==> src/gwe_regs.svh <==
// Offsets, field positions, reset values and timing figures of the wake event block.
// Included by bare name; holds definitions only.
`ifndef GWE_REGS_SVH
`define GWE_REGS_SVH

// Register offsets
`define GWE_OFF_AGG_STATUS 8'h00
`define GWE_OFF_GLOBAL_EN 8'h01
`define GWE_OFF_STS_FIRST 8'h02
`define GWE_OFF_STS_LOW 8'h03
`define GWE_OFF_STS_HIGH 8'h04
`define GWE_OFF_EN_FIRST 8'h05
`define GWE_OFF_EN_LOW 8'h06
`define GWE_OFF_EN_HIGH 8'h07
`define GWE_OFF_MISC_STS 8'h08
`define GWE_OFF_SCAN_CODE 8'h11
`define GWE_OFF_WAKE_OUT_CTRL 8'h16
`define GWE_OFF_DATA_LOW 8'h20
`define GWE_OFF_DATA_HIGH 8'h21
`define GWE_OFF_PIN_CFG_BASE 8'h30
`define GWE_OFF_SNOOP_CLK 8'hf0

// Pin configuration fields
`define GWE_CFG_DIR 0
`define GWE_CFG_POL 1
`define GWE_CFG_BOTH_EDGE 2
`define GWE_CFG_OD 7

// Wake output control, snoop clock control and global enable fields
`define GWE_WOC_POL 1
`define GWE_WOC_OD 7
`define GWE_SNOOP_OFF 1
`define GWE_GLOBAL_EN_BIT 0

// First status/enable register bits
`define GWE_FIRST_RING1 0
`define GWE_FIRST_RING2 1
`define GWE_FIRST_KBD 2
`define GWE_FIRST_MOUSE 3
`define GWE_FIRST_FAN 4
`define GWE_FIRST_SCAN 5

// Both-edge pin positions within the twelve wake pins
`define GWE_DUAL_A 9
`define GWE_DUAL_B 10

// Reset values
`define GWE_RST_PIN_CFG 8'h01
`define GWE_RST_WOC 8'h80
`define GWE_RST_SNOOP 8'h00
`define GWE_RST_SCAN 8'h00

// Timing
`define GWE_MCLK_PERIOD_PS 5000
`define GWE_KBD_IDLE_MIN_NS 115000

`endif

==> src/gwe_pkg.sv <==
// Types and small shared decoders of the wake event block.
// Assumes nothing beyond the register header.
package gwe_pkg;

  typedef enum logic [2:0] {
    GWE_SNOOP_WAIT_IDLE = 3'b001,
    GWE_SNOOP_ARMED = 3'b010,
    GWE_SNOOP_RECV = 3'b100
  } gwe_snoop_state_t;

  // Edge that counts for a pin, chosen by its polarity bit
  function automatic logic gwe_active_edge(input logic inv, input logic rise, input logic fall);
    return inv ? fall : rise;
  endfunction : gwe_active_edge

endpackage : gwe_pkg

==> src/gwe_key_snoop.sv <==
// Keyboard scan-code snooper: watches the keyboard clock and data for one code.
// Assumes keyboard clock and data already synchronised to mclk.
`timescale 1ns/1ps
`include "gwe_regs.svh"
module gwe_key_snoop
  import gwe_pkg::*;
#(
  parameter int IDLE_CYC = 23000
) (
  // Clock and reset
  input wire logic mclk,
  input wire logic sys_rst,
  // Control
  input wire logic snoop_on,
  input wire logic [7:0] scan_code,
  // Keyboard lines, synchronised
  input wire logic kbd_clk_s,
  input wire logic kbd_data_s,
  // Result
  output logic match_pulse
);

  localparam int CW = $clog2(IDLE_CYC + 1);

  gwe_snoop_state_t state_q, state_d;
  logic [CW-1:0] high_cnt_q, high_cnt_d;
  logic [3:0] bit_cnt_q, bit_cnt_d;
  logic [7:0] shift_q, shift_d;
  logic par_ok_q, par_ok_d;
  logic clk_prev_q, clk_prev_d;
  logic match_q, match_d;
  logic fall;
  logic long_high;

  assign fall = clk_prev_q & ~kbd_clk_s;
  assign long_high = (high_cnt_q == CW'(IDLE_CYC));
  assign match_pulse = match_q;

  always_comb begin
    state_d = state_q;
    bit_cnt_d = bit_cnt_q;
    shift_d = shift_q;
    par_ok_d = par_ok_q;
    match_d = 1'b0;
    clk_prev_d = kbd_clk_s;
    if (!kbd_clk_s) begin
      high_cnt_d = '0;
    end else if (long_high) begin
      high_cnt_d = high_cnt_q;
    end else begin
      high_cnt_d = high_cnt_q + 1'b1;
    end
    unique case (state_q)
      GWE_SNOOP_WAIT_IDLE: begin
        bit_cnt_d = 4'h0;
        if (long_high) begin
          state_d = GWE_SNOOP_ARMED;
        end
      end
      GWE_SNOOP_ARMED: begin
        if (fall) begin
          // First falling edge after a long high is the start bit
          if (!kbd_data_s) begin
            state_d = GWE_SNOOP_RECV;
            bit_cnt_d = 4'h1;
          end else begin
            state_d = GWE_SNOOP_WAIT_IDLE;
          end
        end
      end
      GWE_SNOOP_RECV: begin
        if (long_high) begin
          // Stalled clock mid-frame would otherwise give a false match
          state_d = GWE_SNOOP_WAIT_IDLE;
        end else if (fall) begin
          bit_cnt_d = bit_cnt_q + 4'h1;
          if (bit_cnt_q <= 4'h8) begin
            shift_d = {kbd_data_s, shift_q[7:1]};
          end else if (bit_cnt_q == 4'h9) begin
            par_ok_d = ^{shift_q, kbd_data_s};
          end else begin
            match_d = kbd_data_s & par_ok_q & (shift_q == scan_code);
            state_d = GWE_SNOOP_WAIT_IDLE;
          end
        end
      end
    endcase
    // Off means held in reset, same as a stopped 32 kHz clock
    if (!snoop_on) begin
      state_d = GWE_SNOOP_WAIT_IDLE;
      high_cnt_d = '0;
      bit_cnt_d = 4'h0;
      match_d = 1'b0;
    end
  end

  always_ff @(posedge mclk) begin
    if (sys_rst) begin
      state_q <= GWE_SNOOP_WAIT_IDLE;
      high_cnt_q <= '0;
      bit_cnt_q <= 4'h0;
      shift_q <= 8'h00;
      par_ok_q <= 1'b0;
      clk_prev_q <= 1'b0;
      match_q <= 1'b0;
    end else begin
      state_q <= state_d;
      high_cnt_q <= high_cnt_d;
      bit_cnt_q <= bit_cnt_d;
      shift_q <= shift_d;
      par_ok_q <= par_ok_d;
      clk_prev_q <= clk_prev_d;
      match_q <= match_d;
    end
  end

endmodule : gwe_key_snoop

==> src/gwe_wake_logic.sv <==
// Wake event logic: wake pins, wake sources, status/enable registers, wake request.
// Assumes a simple host register port with one-cycle read and write strobes.
`timescale 1ns/1ps
`include "gwe_regs.svh"
module gwe_wake_logic
  import gwe_pkg::*;
#(
  parameter int KBD_IDLE_CYC =
    (`GWE_KBD_IDLE_MIN_NS * 1000 + `GWE_MCLK_PERIOD_PS - 1) / `GWE_MCLK_PERIOD_PS
) (
  // Clock and resets
  input wire logic mclk,
  input wire logic sys_rst,
  input wire logic standby_por,
  // Host register port
  input wire logic [7:0] reg_addr,
  input wire logic reg_wr,
  input wire logic reg_rd,
  input wire logic [7:0] reg_wdata,
  output logic [7:0] reg_rdata,
  // Wake pins
  input wire logic [11:0] pin_in,
  output logic [11:0] pin_out,
  output logic [11:0] pin_oe_n,
  // Other wake sources
  input wire logic ring_indicator_one_n,
  input wire logic ring_indicator_two_n,
  input wire logic kbd_clk,
  input wire logic kbd_data,
  input wire logic mouse_data,
  input wire logic fan_tach_event,
  // Wake request to chipset
  output logic wake_request_out,
  output logic wake_request_out_oe_n
);

  localparam int NUM_PINS = 12;
  localparam int NSRC = NUM_PINS + 6;

  function automatic logic hit(input logic [7:0] a, input logic [7:0] off);
    return a == off;
  endfunction : hit

  // Synchroniser and edge state
  logic [NSRC-1:0] raw_in;
  logic [NSRC-1:0] sync1_q, sync1_d;
  logic [NSRC-1:0] sync2_q, sync2_d;
  logic [NSRC-1:0] prev_q, prev_d;
  logic [NSRC-1:0] rise;
  logic [NSRC-1:0] fall;

  assign raw_in = {fan_tach_event, mouse_data, kbd_data, kbd_clk,
                   ring_indicator_two_n, ring_indicator_one_n, pin_in};

  always_comb begin
    sync1_d = raw_in;
    sync2_d = sync1_q;
    prev_d = sync2_q;
  end

  // No reset: the chain fills while reset is held, so a pin already high gives no false edge
  always_ff @(posedge mclk) begin
    sync1_q <= sync1_d;
    sync2_q <= sync2_d;
    prev_q <= prev_d;
  end

  // Edges taken from the second stage only, so one transition gives one pulse
  assign rise = sync2_q & ~prev_q;
  assign fall = ~sync2_q & prev_q;

  // Register state
  logic [7:0] cfg_q [NUM_PINS];
  logic [7:0] cfg_d [NUM_PINS];
  logic [NUM_PINS-1:0] data_q, data_d;
  logic [NUM_PINS-1:0] sts_pin_q, sts_pin_d;
  logic [NUM_PINS-1:0] en_pin_q, en_pin_d;
  logic [5:0] sts_first_q, sts_first_d;
  logic [5:0] en_first_q, en_first_d;
  logic [1:0] misc_q, misc_d;
  logic global_en_q, global_en_d;
  logic [7:0] woc_q, woc_d;
  logic [7:0] snoop_ctl_q, snoop_ctl_d;
  logic [7:0] scan_q, scan_d;
  logic [7:0] rdata_q, rdata_d;
  logic wake_lvl_q, wake_lvl_d;
  logic wake_oe_n_q, wake_oe_n_d;
  logic [NUM_PINS-1:0] pin_out_q, pin_out_d;
  logic [NUM_PINS-1:0] pin_oe_n_q, pin_oe_n_d;

  // Per-pin decode
  logic [NUM_PINS-1:0] dir_in;
  logic [NUM_PINS-1:0] pol;
  logic [NUM_PINS-1:0] both_sel;
  logic [NUM_PINS-1:0] drives;
  logic [NUM_PINS-1:0] pin_set;
  logic [NUM_PINS-1:0] rd_bits;
  logic [NUM_PINS-1:0] drv_val;

  for (genvar g = 0; g < NUM_PINS; g++) begin : g_pin
    localparam bit DUAL = (g == `GWE_DUAL_A) || (g == `GWE_DUAL_B);
    assign dir_in[g] = cfg_q[g][`GWE_CFG_DIR];
    assign pol[g] = cfg_q[g][`GWE_CFG_POL];
    assign both_sel[g] = DUAL ? cfg_q[g][`GWE_CFG_BOTH_EDGE] : 1'b0;
    // Both-edge mode behaves as an input whatever the direction bit says
    assign drives[g] = ~dir_in[g] & ~both_sel[g];
    assign pin_set[g] = both_sel[g] ? (rise[g] | fall[g]) :
                        (dir_in[g] & gwe_active_edge(pol[g], rise[g], fall[g]));
    assign rd_bits[g] = drives[g] ? data_q[g] : (sync2_q[g] ^ pol[g]);
    assign drv_val[g] = data_q[g] ^ pol[g];
  end

  // First register sources: ring lines active low, data lines on falling edges
  logic [5:0] first_set;
  logic scan_match;
  logic agg_status;
  logic wake_assert;

  assign first_set[`GWE_FIRST_RING1] = fall[NUM_PINS];
  assign first_set[`GWE_FIRST_RING2] = fall[NUM_PINS+1];
  assign first_set[`GWE_FIRST_KBD] = fall[NUM_PINS+3];
  assign first_set[`GWE_FIRST_MOUSE] = fall[NUM_PINS+4];
  assign first_set[`GWE_FIRST_FAN] = rise[NUM_PINS+5];
  assign first_set[`GWE_FIRST_SCAN] = scan_match;

  assign agg_status = |(sts_pin_q & en_pin_q) | |(sts_first_q & en_first_q);
  assign wake_assert = agg_status & global_en_q;

  // Register write, status set and read mux
  always_comb begin
    logic [NUM_PINS-1:0] wmask;
    logic [NUM_PINS-1:0] wval;
    logic [NUM_PINS-1:0] clr_pin;
    logic [5:0] clr_first;
    logic [1:0] clr_misc;
    logic [7:0] rd_val;
    wmask = {(reg_wr && hit(reg_addr, `GWE_OFF_DATA_HIGH)) ? 4'hf : 4'h0,
             (reg_wr && hit(reg_addr, `GWE_OFF_DATA_LOW)) ? 8'hff : 8'h00};
    wval = {reg_wdata[3:0], reg_wdata};
    clr_pin = {(reg_wr && hit(reg_addr, `GWE_OFF_STS_HIGH)) ? reg_wdata[3:0] : 4'h0,
               (reg_wr && hit(reg_addr, `GWE_OFF_STS_LOW)) ? reg_wdata : 8'h00};
    clr_first = (reg_wr && hit(reg_addr, `GWE_OFF_STS_FIRST)) ? reg_wdata[5:0] : 6'h00;
    clr_misc = (reg_wr && hit(reg_addr, `GWE_OFF_MISC_STS)) ? reg_wdata[1:0] : 2'h0;
    rd_val = 8'h00;

    // Writes to input pins do not reach the data flops
    data_d = (data_q & ~(wmask & drives)) | (wval & wmask & drives);
    // Set beats a clear in the same cycle; global enable plays no part
    sts_pin_d = (sts_pin_q & ~clr_pin) | pin_set;
    sts_first_d = (sts_first_q & ~clr_first) | first_set;
    misc_d = (misc_q & ~clr_misc) |
             {rise[`GWE_DUAL_B] | fall[`GWE_DUAL_B], rise[`GWE_DUAL_A] | fall[`GWE_DUAL_A]};

    en_pin_d = en_pin_q;
    en_first_d = en_first_q;
    global_en_d = global_en_q;
    woc_d = woc_q;
    snoop_ctl_d = snoop_ctl_q;
    scan_d = scan_q;
    if (reg_wr) begin
      if (hit(reg_addr, `GWE_OFF_EN_LOW)) begin
        en_pin_d[7:0] = reg_wdata;
      end
      if (hit(reg_addr, `GWE_OFF_EN_HIGH)) begin
        en_pin_d[11:8] = reg_wdata[3:0];
      end
      if (hit(reg_addr, `GWE_OFF_EN_FIRST)) begin
        en_first_d = reg_wdata[5:0];
      end
      if (hit(reg_addr, `GWE_OFF_GLOBAL_EN)) begin
        global_en_d = reg_wdata[`GWE_GLOBAL_EN_BIT];
      end
      if (hit(reg_addr, `GWE_OFF_WAKE_OUT_CTRL)) begin
        woc_d = reg_wdata;
      end
      if (hit(reg_addr, `GWE_OFF_SNOOP_CLK)) begin
        snoop_ctl_d = reg_wdata;
      end
      if (hit(reg_addr, `GWE_OFF_SCAN_CODE)) begin
        scan_d = reg_wdata;
      end
    end
    for (int i = 0; i < NUM_PINS; i++) begin
      cfg_d[i] = cfg_q[i];
      if (reg_wr && hit(reg_addr, 8'(`GWE_OFF_PIN_CFG_BASE + i))) begin
        cfg_d[i] = reg_wdata;
      end
    end

    case (reg_addr)
      `GWE_OFF_AGG_STATUS: rd_val = {7'h00, agg_status};
      `GWE_OFF_GLOBAL_EN: rd_val = {7'h00, global_en_q};
      `GWE_OFF_STS_FIRST: rd_val = {2'h0, sts_first_q};
      `GWE_OFF_STS_LOW: rd_val = sts_pin_q[7:0];
      `GWE_OFF_STS_HIGH: rd_val = {4'h0, sts_pin_q[11:8]};
      `GWE_OFF_EN_FIRST: rd_val = {2'h0, en_first_q};
      `GWE_OFF_EN_LOW: rd_val = en_pin_q[7:0];
      `GWE_OFF_EN_HIGH: rd_val = {4'h0, en_pin_q[11:8]};
      `GWE_OFF_MISC_STS: rd_val = {6'h00, misc_q};
      `GWE_OFF_SCAN_CODE: rd_val = scan_q;
      `GWE_OFF_WAKE_OUT_CTRL: rd_val = woc_q;
      `GWE_OFF_SNOOP_CLK: rd_val = snoop_ctl_q;
      `GWE_OFF_DATA_LOW: rd_val = rd_bits[7:0];
      `GWE_OFF_DATA_HIGH: rd_val = {4'h0, rd_bits[11:8]};
      default: rd_val = 8'h00;
    endcase
    for (int i = 0; i < NUM_PINS; i++) begin
      if (hit(reg_addr, 8'(`GWE_OFF_PIN_CFG_BASE + i))) begin
        rd_val = cfg_q[i];
      end
    end
    // Read data held until the next read strobe latches a new value
    rdata_d = reg_rd ? rd_val : rdata_q;
  end

  // Pin and request drivers; open drain only ever pulls low
  always_comb begin
    for (int i = 0; i < NUM_PINS; i++) begin
      if (cfg_q[i][`GWE_CFG_OD]) begin
        pin_out_d[i] = 1'b0;
        pin_oe_n_d[i] = ~(drives[i] & ~drv_val[i]);
      end else begin
        pin_out_d[i] = drv_val[i];
        pin_oe_n_d[i] = ~drives[i];
      end
    end
    wake_lvl_d = woc_q[`GWE_WOC_POL] ? wake_assert : ~wake_assert;
    if (woc_q[`GWE_WOC_OD]) begin
      wake_oe_n_d = wake_lvl_d;
    end else begin
      wake_oe_n_d = 1'b0;
    end
  end

  always_ff @(posedge mclk) begin
    if (sys_rst) begin
      for (int i = 0; i < NUM_PINS; i++) begin
        cfg_q[i] <= `GWE_RST_PIN_CFG;
      end
      data_q <= '0;
      sts_pin_q <= '0;
      en_pin_q <= '0;
      sts_first_q <= 6'h00;
      en_first_q <= 6'h00;
      misc_q <= 2'h0;
      global_en_q <= 1'b0;
      woc_q <= `GWE_RST_WOC;
      snoop_ctl_q <= `GWE_RST_SNOOP;
      rdata_q <= 8'h00;
      pin_out_q <= '0;
      pin_oe_n_q <= '1;
      wake_lvl_q <= 1'b1;
      wake_oe_n_q <= 1'b1;
    end else begin
      cfg_q <= cfg_d;
      data_q <= data_d;
      sts_pin_q <= sts_pin_d;
      en_pin_q <= en_pin_d;
      sts_first_q <= sts_first_d;
      en_first_q <= en_first_d;
      misc_q <= misc_d;
      global_en_q <= global_en_d;
      woc_q <= woc_d;
      snoop_ctl_q <= snoop_ctl_d;
      rdata_q <= rdata_d;
      pin_out_q <= pin_out_d;
      pin_oe_n_q <= pin_oe_n_d;
      wake_lvl_q <= wake_lvl_d;
      wake_oe_n_q <= wake_oe_n_d;
    end
  end

  // Scan code lives on standby power; system reset leaves it alone
  always_ff @(posedge mclk) begin
    if (standby_por) begin
      scan_q <= `GWE_RST_SCAN;
    end else begin
      scan_q <= scan_d;
    end
  end

  gwe_key_snoop #(
    .IDLE_CYC(KBD_IDLE_CYC)
  ) u_snoop (
    .mclk(mclk),
    .sys_rst(sys_rst),
    .snoop_on(~snoop_ctl_q[`GWE_SNOOP_OFF]),
    .scan_code(scan_q),
    .kbd_clk_s(sync2_q[NUM_PINS+2]),
    .kbd_data_s(sync2_q[NUM_PINS+3]),
    .match_pulse(scan_match)
  );

  assign reg_rdata = rdata_q;
  assign pin_out = pin_out_q;
  assign pin_oe_n = pin_oe_n_q;
  assign wake_request_out = wake_lvl_q;
  assign wake_request_out_oe_n = wake_oe_n_q;

endmodule : gwe_wake_logic

==> config.mk <==
export PLATFORM = sky130hd
export DESIGN_NAME = gwe_wake_logic
export DESIGN_NICKNAME = d
export VERILOG_FILES = /design/src/gwe_pkg.sv /design/src/gwe_key_snoop.sv /design/src/gwe_wake_logic.sv
export VERILOG_INCLUDE_DIRS = /design/src
export SDC_FILE = /design/constraint.sdc
export NUM_CORES = 1
export LEC_CHECK = 0
export BUFFER_PORTS_ARGS = -buffer_cell sky130_fd_sc_hd__buf_2
export CORE_MARGIN = 2
export CORE_UTILIZATION = 53
export DETAILED_ROUTE_END_ITERATION = 8
export GPL_TIMING_DRIVEN = 0
export PLACE_DENSITY_LB_ADDON = 0.15
export SYNTH_ARGS = -nofsm -noshare
export SYNTH_HDL_FRONTEND = slang
export SYNTH_SLANG_ARGS = --single-unit
export TNS_END_PERCENT = 100
==> constraint.sdc <==
create_clock -name mclk -period 3.9 [get_ports mclk]
set_clock_uncertainty 0.2 [all_clocks]
set_input_delay 0.195 -clock mclk [delete_from_list [all_inputs] [get_ports mclk]]
set_output_delay 0.195 -clock mclk [all_outputs]
set_load 0.03 [all_outputs]
==> run metrics <==
status finished, final reports clean; crit path DAT 3680 ps; I/O Buffers 64; setup TNS 0 ps; grt ovf 0; Post-Synth Simple-Gate Area 21.36%; post-synthesis mux area share 6.384%; Setup-failing EPs final 0; die height 159.3 um; main combinational cell family by area after synthesis simple AND/OR/NAND/NOR gates; P_leak 5.328 nW; flop2flop setup slack 1470 ps; I/O Pins 73; Multi-input gate area 6407 sq um; adder-cell area share of the yosys netlist 0.8812%; Yosys reg bits 291; Post-Route WL 49650 um; Yosys cell types 83; crit path launch type input port; register area 5826 sq um; H-tree level count 1; Clock Latency Late Sink 570 ps; compound-gate portion of the synthesized area 18.36%; die outline area 25370 sq um; register area share after synthesis 45.59%; power density over the cells 453.6 nW/um^2; Overall Global Routing Usage 38.11%; Setup Buffers After CTS 0; Worst R2R Path Depth 6; antenna diode count 0; WS Path Type in2reg; IR drop worst, VDD 0.4234 mV; worst hold stages 5; Core Region 23540 sq um; net count after synthesis 1572; Sw Share 24.14%; Comb power frac 6.6%; Final Max Slew Viols 0; Sw Pwr 1.636 mW; Final Cycle Share 89.04%; number of global-route vias before repair 11800; root buffer cell clkbuf_16; area leader, netlist dfxtp_1; post-synth top area share 45.59%; crit path max fanout 10; Post-Synthesis Mean Instance Area 8.385 sq um; Hold Path Origin reg_wdata[6]; post-route minimum period 3473 ps; first-pass GRT wire length 73340 um; Post-Syn Area 12780 sq um; DP Wirelength 35470 um; FILL cells 2110; FMAX 0.2880 GHz; clock group share of total power 48.2%; largest net degree at the start of global routing 16; cts repair resizes 0; CTS tree built; Layout area overhead 16.89%; cts hold-fix bufs 30; reg-to-reg startpoint u_snoop.high_cnt_q[4]$_SDFFE_PP0N_; Vias/cell 6.285; average wire per standard cell 24.91 um; CTS max path bufs 3; Worst Setup End Kind flop; via count 12527; cell row count 56; total CTS buffers 30; part of the power in registers 45.2%; EDFF count, synth 0; Pint 5.140 mW; initial DRC count 1515; post-synthesis async set-or-reset flop share 0%; DR pass1 iterations 8; MaxCap Viol Count 0; global placer's final weighted congestion 1.024; RSZ-0062 raised after global routing no; nets@finish 1698; CP required 4110 ps; Clock Sinks 291; xor and xnor fraction of the mapped netlist area 3.153%; Synth warnings 0; DRC 0; Synth Instances 1524; main area contributors after synthesis dfxtp_1, nor2_1, a21oi_1; worst-margin pin slew 1189 ps; share of layout cells above drive strength 1 10.33%; slew margin rel. 20.74%; Top FF cell, synth dfxtp_1; Antenna Nets Post-Route 0; Starting Density 54.28%; clk slew on worst S/H paths 60 ps; DIE WIDTH 159.3 um; initial antenna violation count 2; count of final hold-check violations 0; endpoint of the worst hold path cfg_q[62]$_SDFFE_PP0P_; Power Total 6.775 mW; Hold Crit Class in2reg; RR Endpoint u_snoop.shift_q[4]$_SDFFE_PP0P_
[critical path: stages]
cell and delay [ps]:
dlygate4sd3_1 540, buf_2 170, clkbuf_1 220, nor4b_2 990
nand3_1 880, nor2_1 400, mux2i_1 230, nor2_1 50
[flip-flops by register name, indices dropped and copies added, names as in the netlist, 2 cells and up]
register            flops
sync1_q                18
sts_pin_q              12
u_snoop.state_q         3
pin_oe_n               12
cfg_q                  94
reg_rdata               8
prev_d                 18
prev_q                 17
u_snoop.bit_cnt_q       4
data_q                 12
pin_out                12
en_first_q              6
both_sel                2
sts_first_q             6
misc_q                  2
woc_q                   8
u_snoop.shift_q         8
scan_q                  8
en_pin_q               12
u_snoop.high_cnt_q     15
snoop_ctl_q             8
[power groups by stage]
stage	clock network (mW)	registers, mW	logic [mW]
final	3.26	3.06	0.448
after global routing	3.39	3.07	0.460
after CTS	3.27	3.06	0.429
after detailed placement	0	3.13	0.403
after global placement	0	3.13	0.401
after floorplan	0	3.12	0.222
[stage by stage]
step / utilization (%) / cells / instance area, sq um / setup WS, ps / hold slack (ps)
floorplan: - / 1524 / 12780 / 1817 / 22.72
global placement: 57.33 / 1907 / 13500 / 766.6 / 97.02
detailed placement: 57.33 / 1907 / 13500 / 712.6 / 98.92
CTS: 63.45 / 1993 / 14940 / 672.2 / 15.33
global route: 63.45 / 1993 / 14940 / 538.7 / 18.09
finish: 63.45 / 1993 / 14940 / 427.4 / 36.14
[worst max-delay path by stage]
stage / slack (ps) / startpoint / cells past startpoint / to
floorplan: 1820 / u_snoop.high_cnt_q[4]$_SDFFE_PP0N_ / 5 / u_snoop.state_q[1]$_SDFFE_PP0P_
global placement: 770 / reg_addr[7] / 7 / data_q[0]$_SDFF_PP0_
detailed placement: 710 / reg_addr[7] / 7 / data_q[4]$_SDFF_PP0_
CTS: 670 / reg_addr[7] / 8 / data_q[0]$_SDFF_PP0_
global route: 540 / reg_addr[7] / 8 / data_q[5]$_SDFF_PP0_
finish: 430 / reg_addr[7] / 8 / data_q[4]$_SDFF_PP0_
[cells in the mapped netlist (all sizes together) (6+ instances only)]
master    n
nand3    54
a311oi    6
a31oi    12
o22ai    10
a22oi    18
xnor2    32
dfxtp   291
mux2     10
nand3b    6
buf      30
nand2   119
nor4      6
o21ai    99
inv      26
a22o      6
a211oi    9
nand2b   28
a21oi   158
nor2b    18
clkinv    9
mux2i    68
o211ai   10
nand4    11
a211o    14
and3      6
xor2     14
nor3     34
nor2    252
ha        9
clkbuf   71
[logic make-up after synthesis]
logic type               Yosys count
buffers and inverters            136
AO/OA/AOI/OAI                    390
multiplexers                      79
AND/OR/NAND/NOR                  573
adder cells (fa/ha/maj)            9
flip-flops                       291
XOR/XNOR                          46
[cell type report]
cell class | instances | share of cell area, %
Multi-Input combinational cell | 1097 | 42.90
Sequential cell | 291 | 39.00
Timing Repair Buffer | 94 | 4.155
Inverter | 35 | 0.8795
Clock buffer | 35 | 5.562
Buffer | 101 | 2.773
Clock inverter | 21 | 2.061
Tap cell | 319 | 2.672
[per-layer routing]
metal	global-route usage (%)	vias up	share of wire [%]
li1	-	5607	-
met2	59.21	726	44
met1	50.59	6015	40
met5	0	-	0.024
met4	17.81	2	5.3
met3	8.570	177	11
[cells in the final DEF (no fill, tap or decap), drive strengths merged, types with 7 or more instances in the layout]
cell type    instances
xor2                14
nor3                34
a22oi               18
o22ai               10
a21oi              158
o211ai              10
nand4               11
nand3               54
a211oi               9
dlygate4sd3         30
nand2              119
inv                 27
nand2b              28
mux2i               68
bufinv               7
a31oi               12
mux2                10
dfxtp              291
xnor2               32
o21ai               99
a211o               14
clkinvlp             7
clkbuf             106
nor2b               18
clkinv              15
nor2               252
ha                   9
buf                 94
Power figures use the tool's default switching activity.
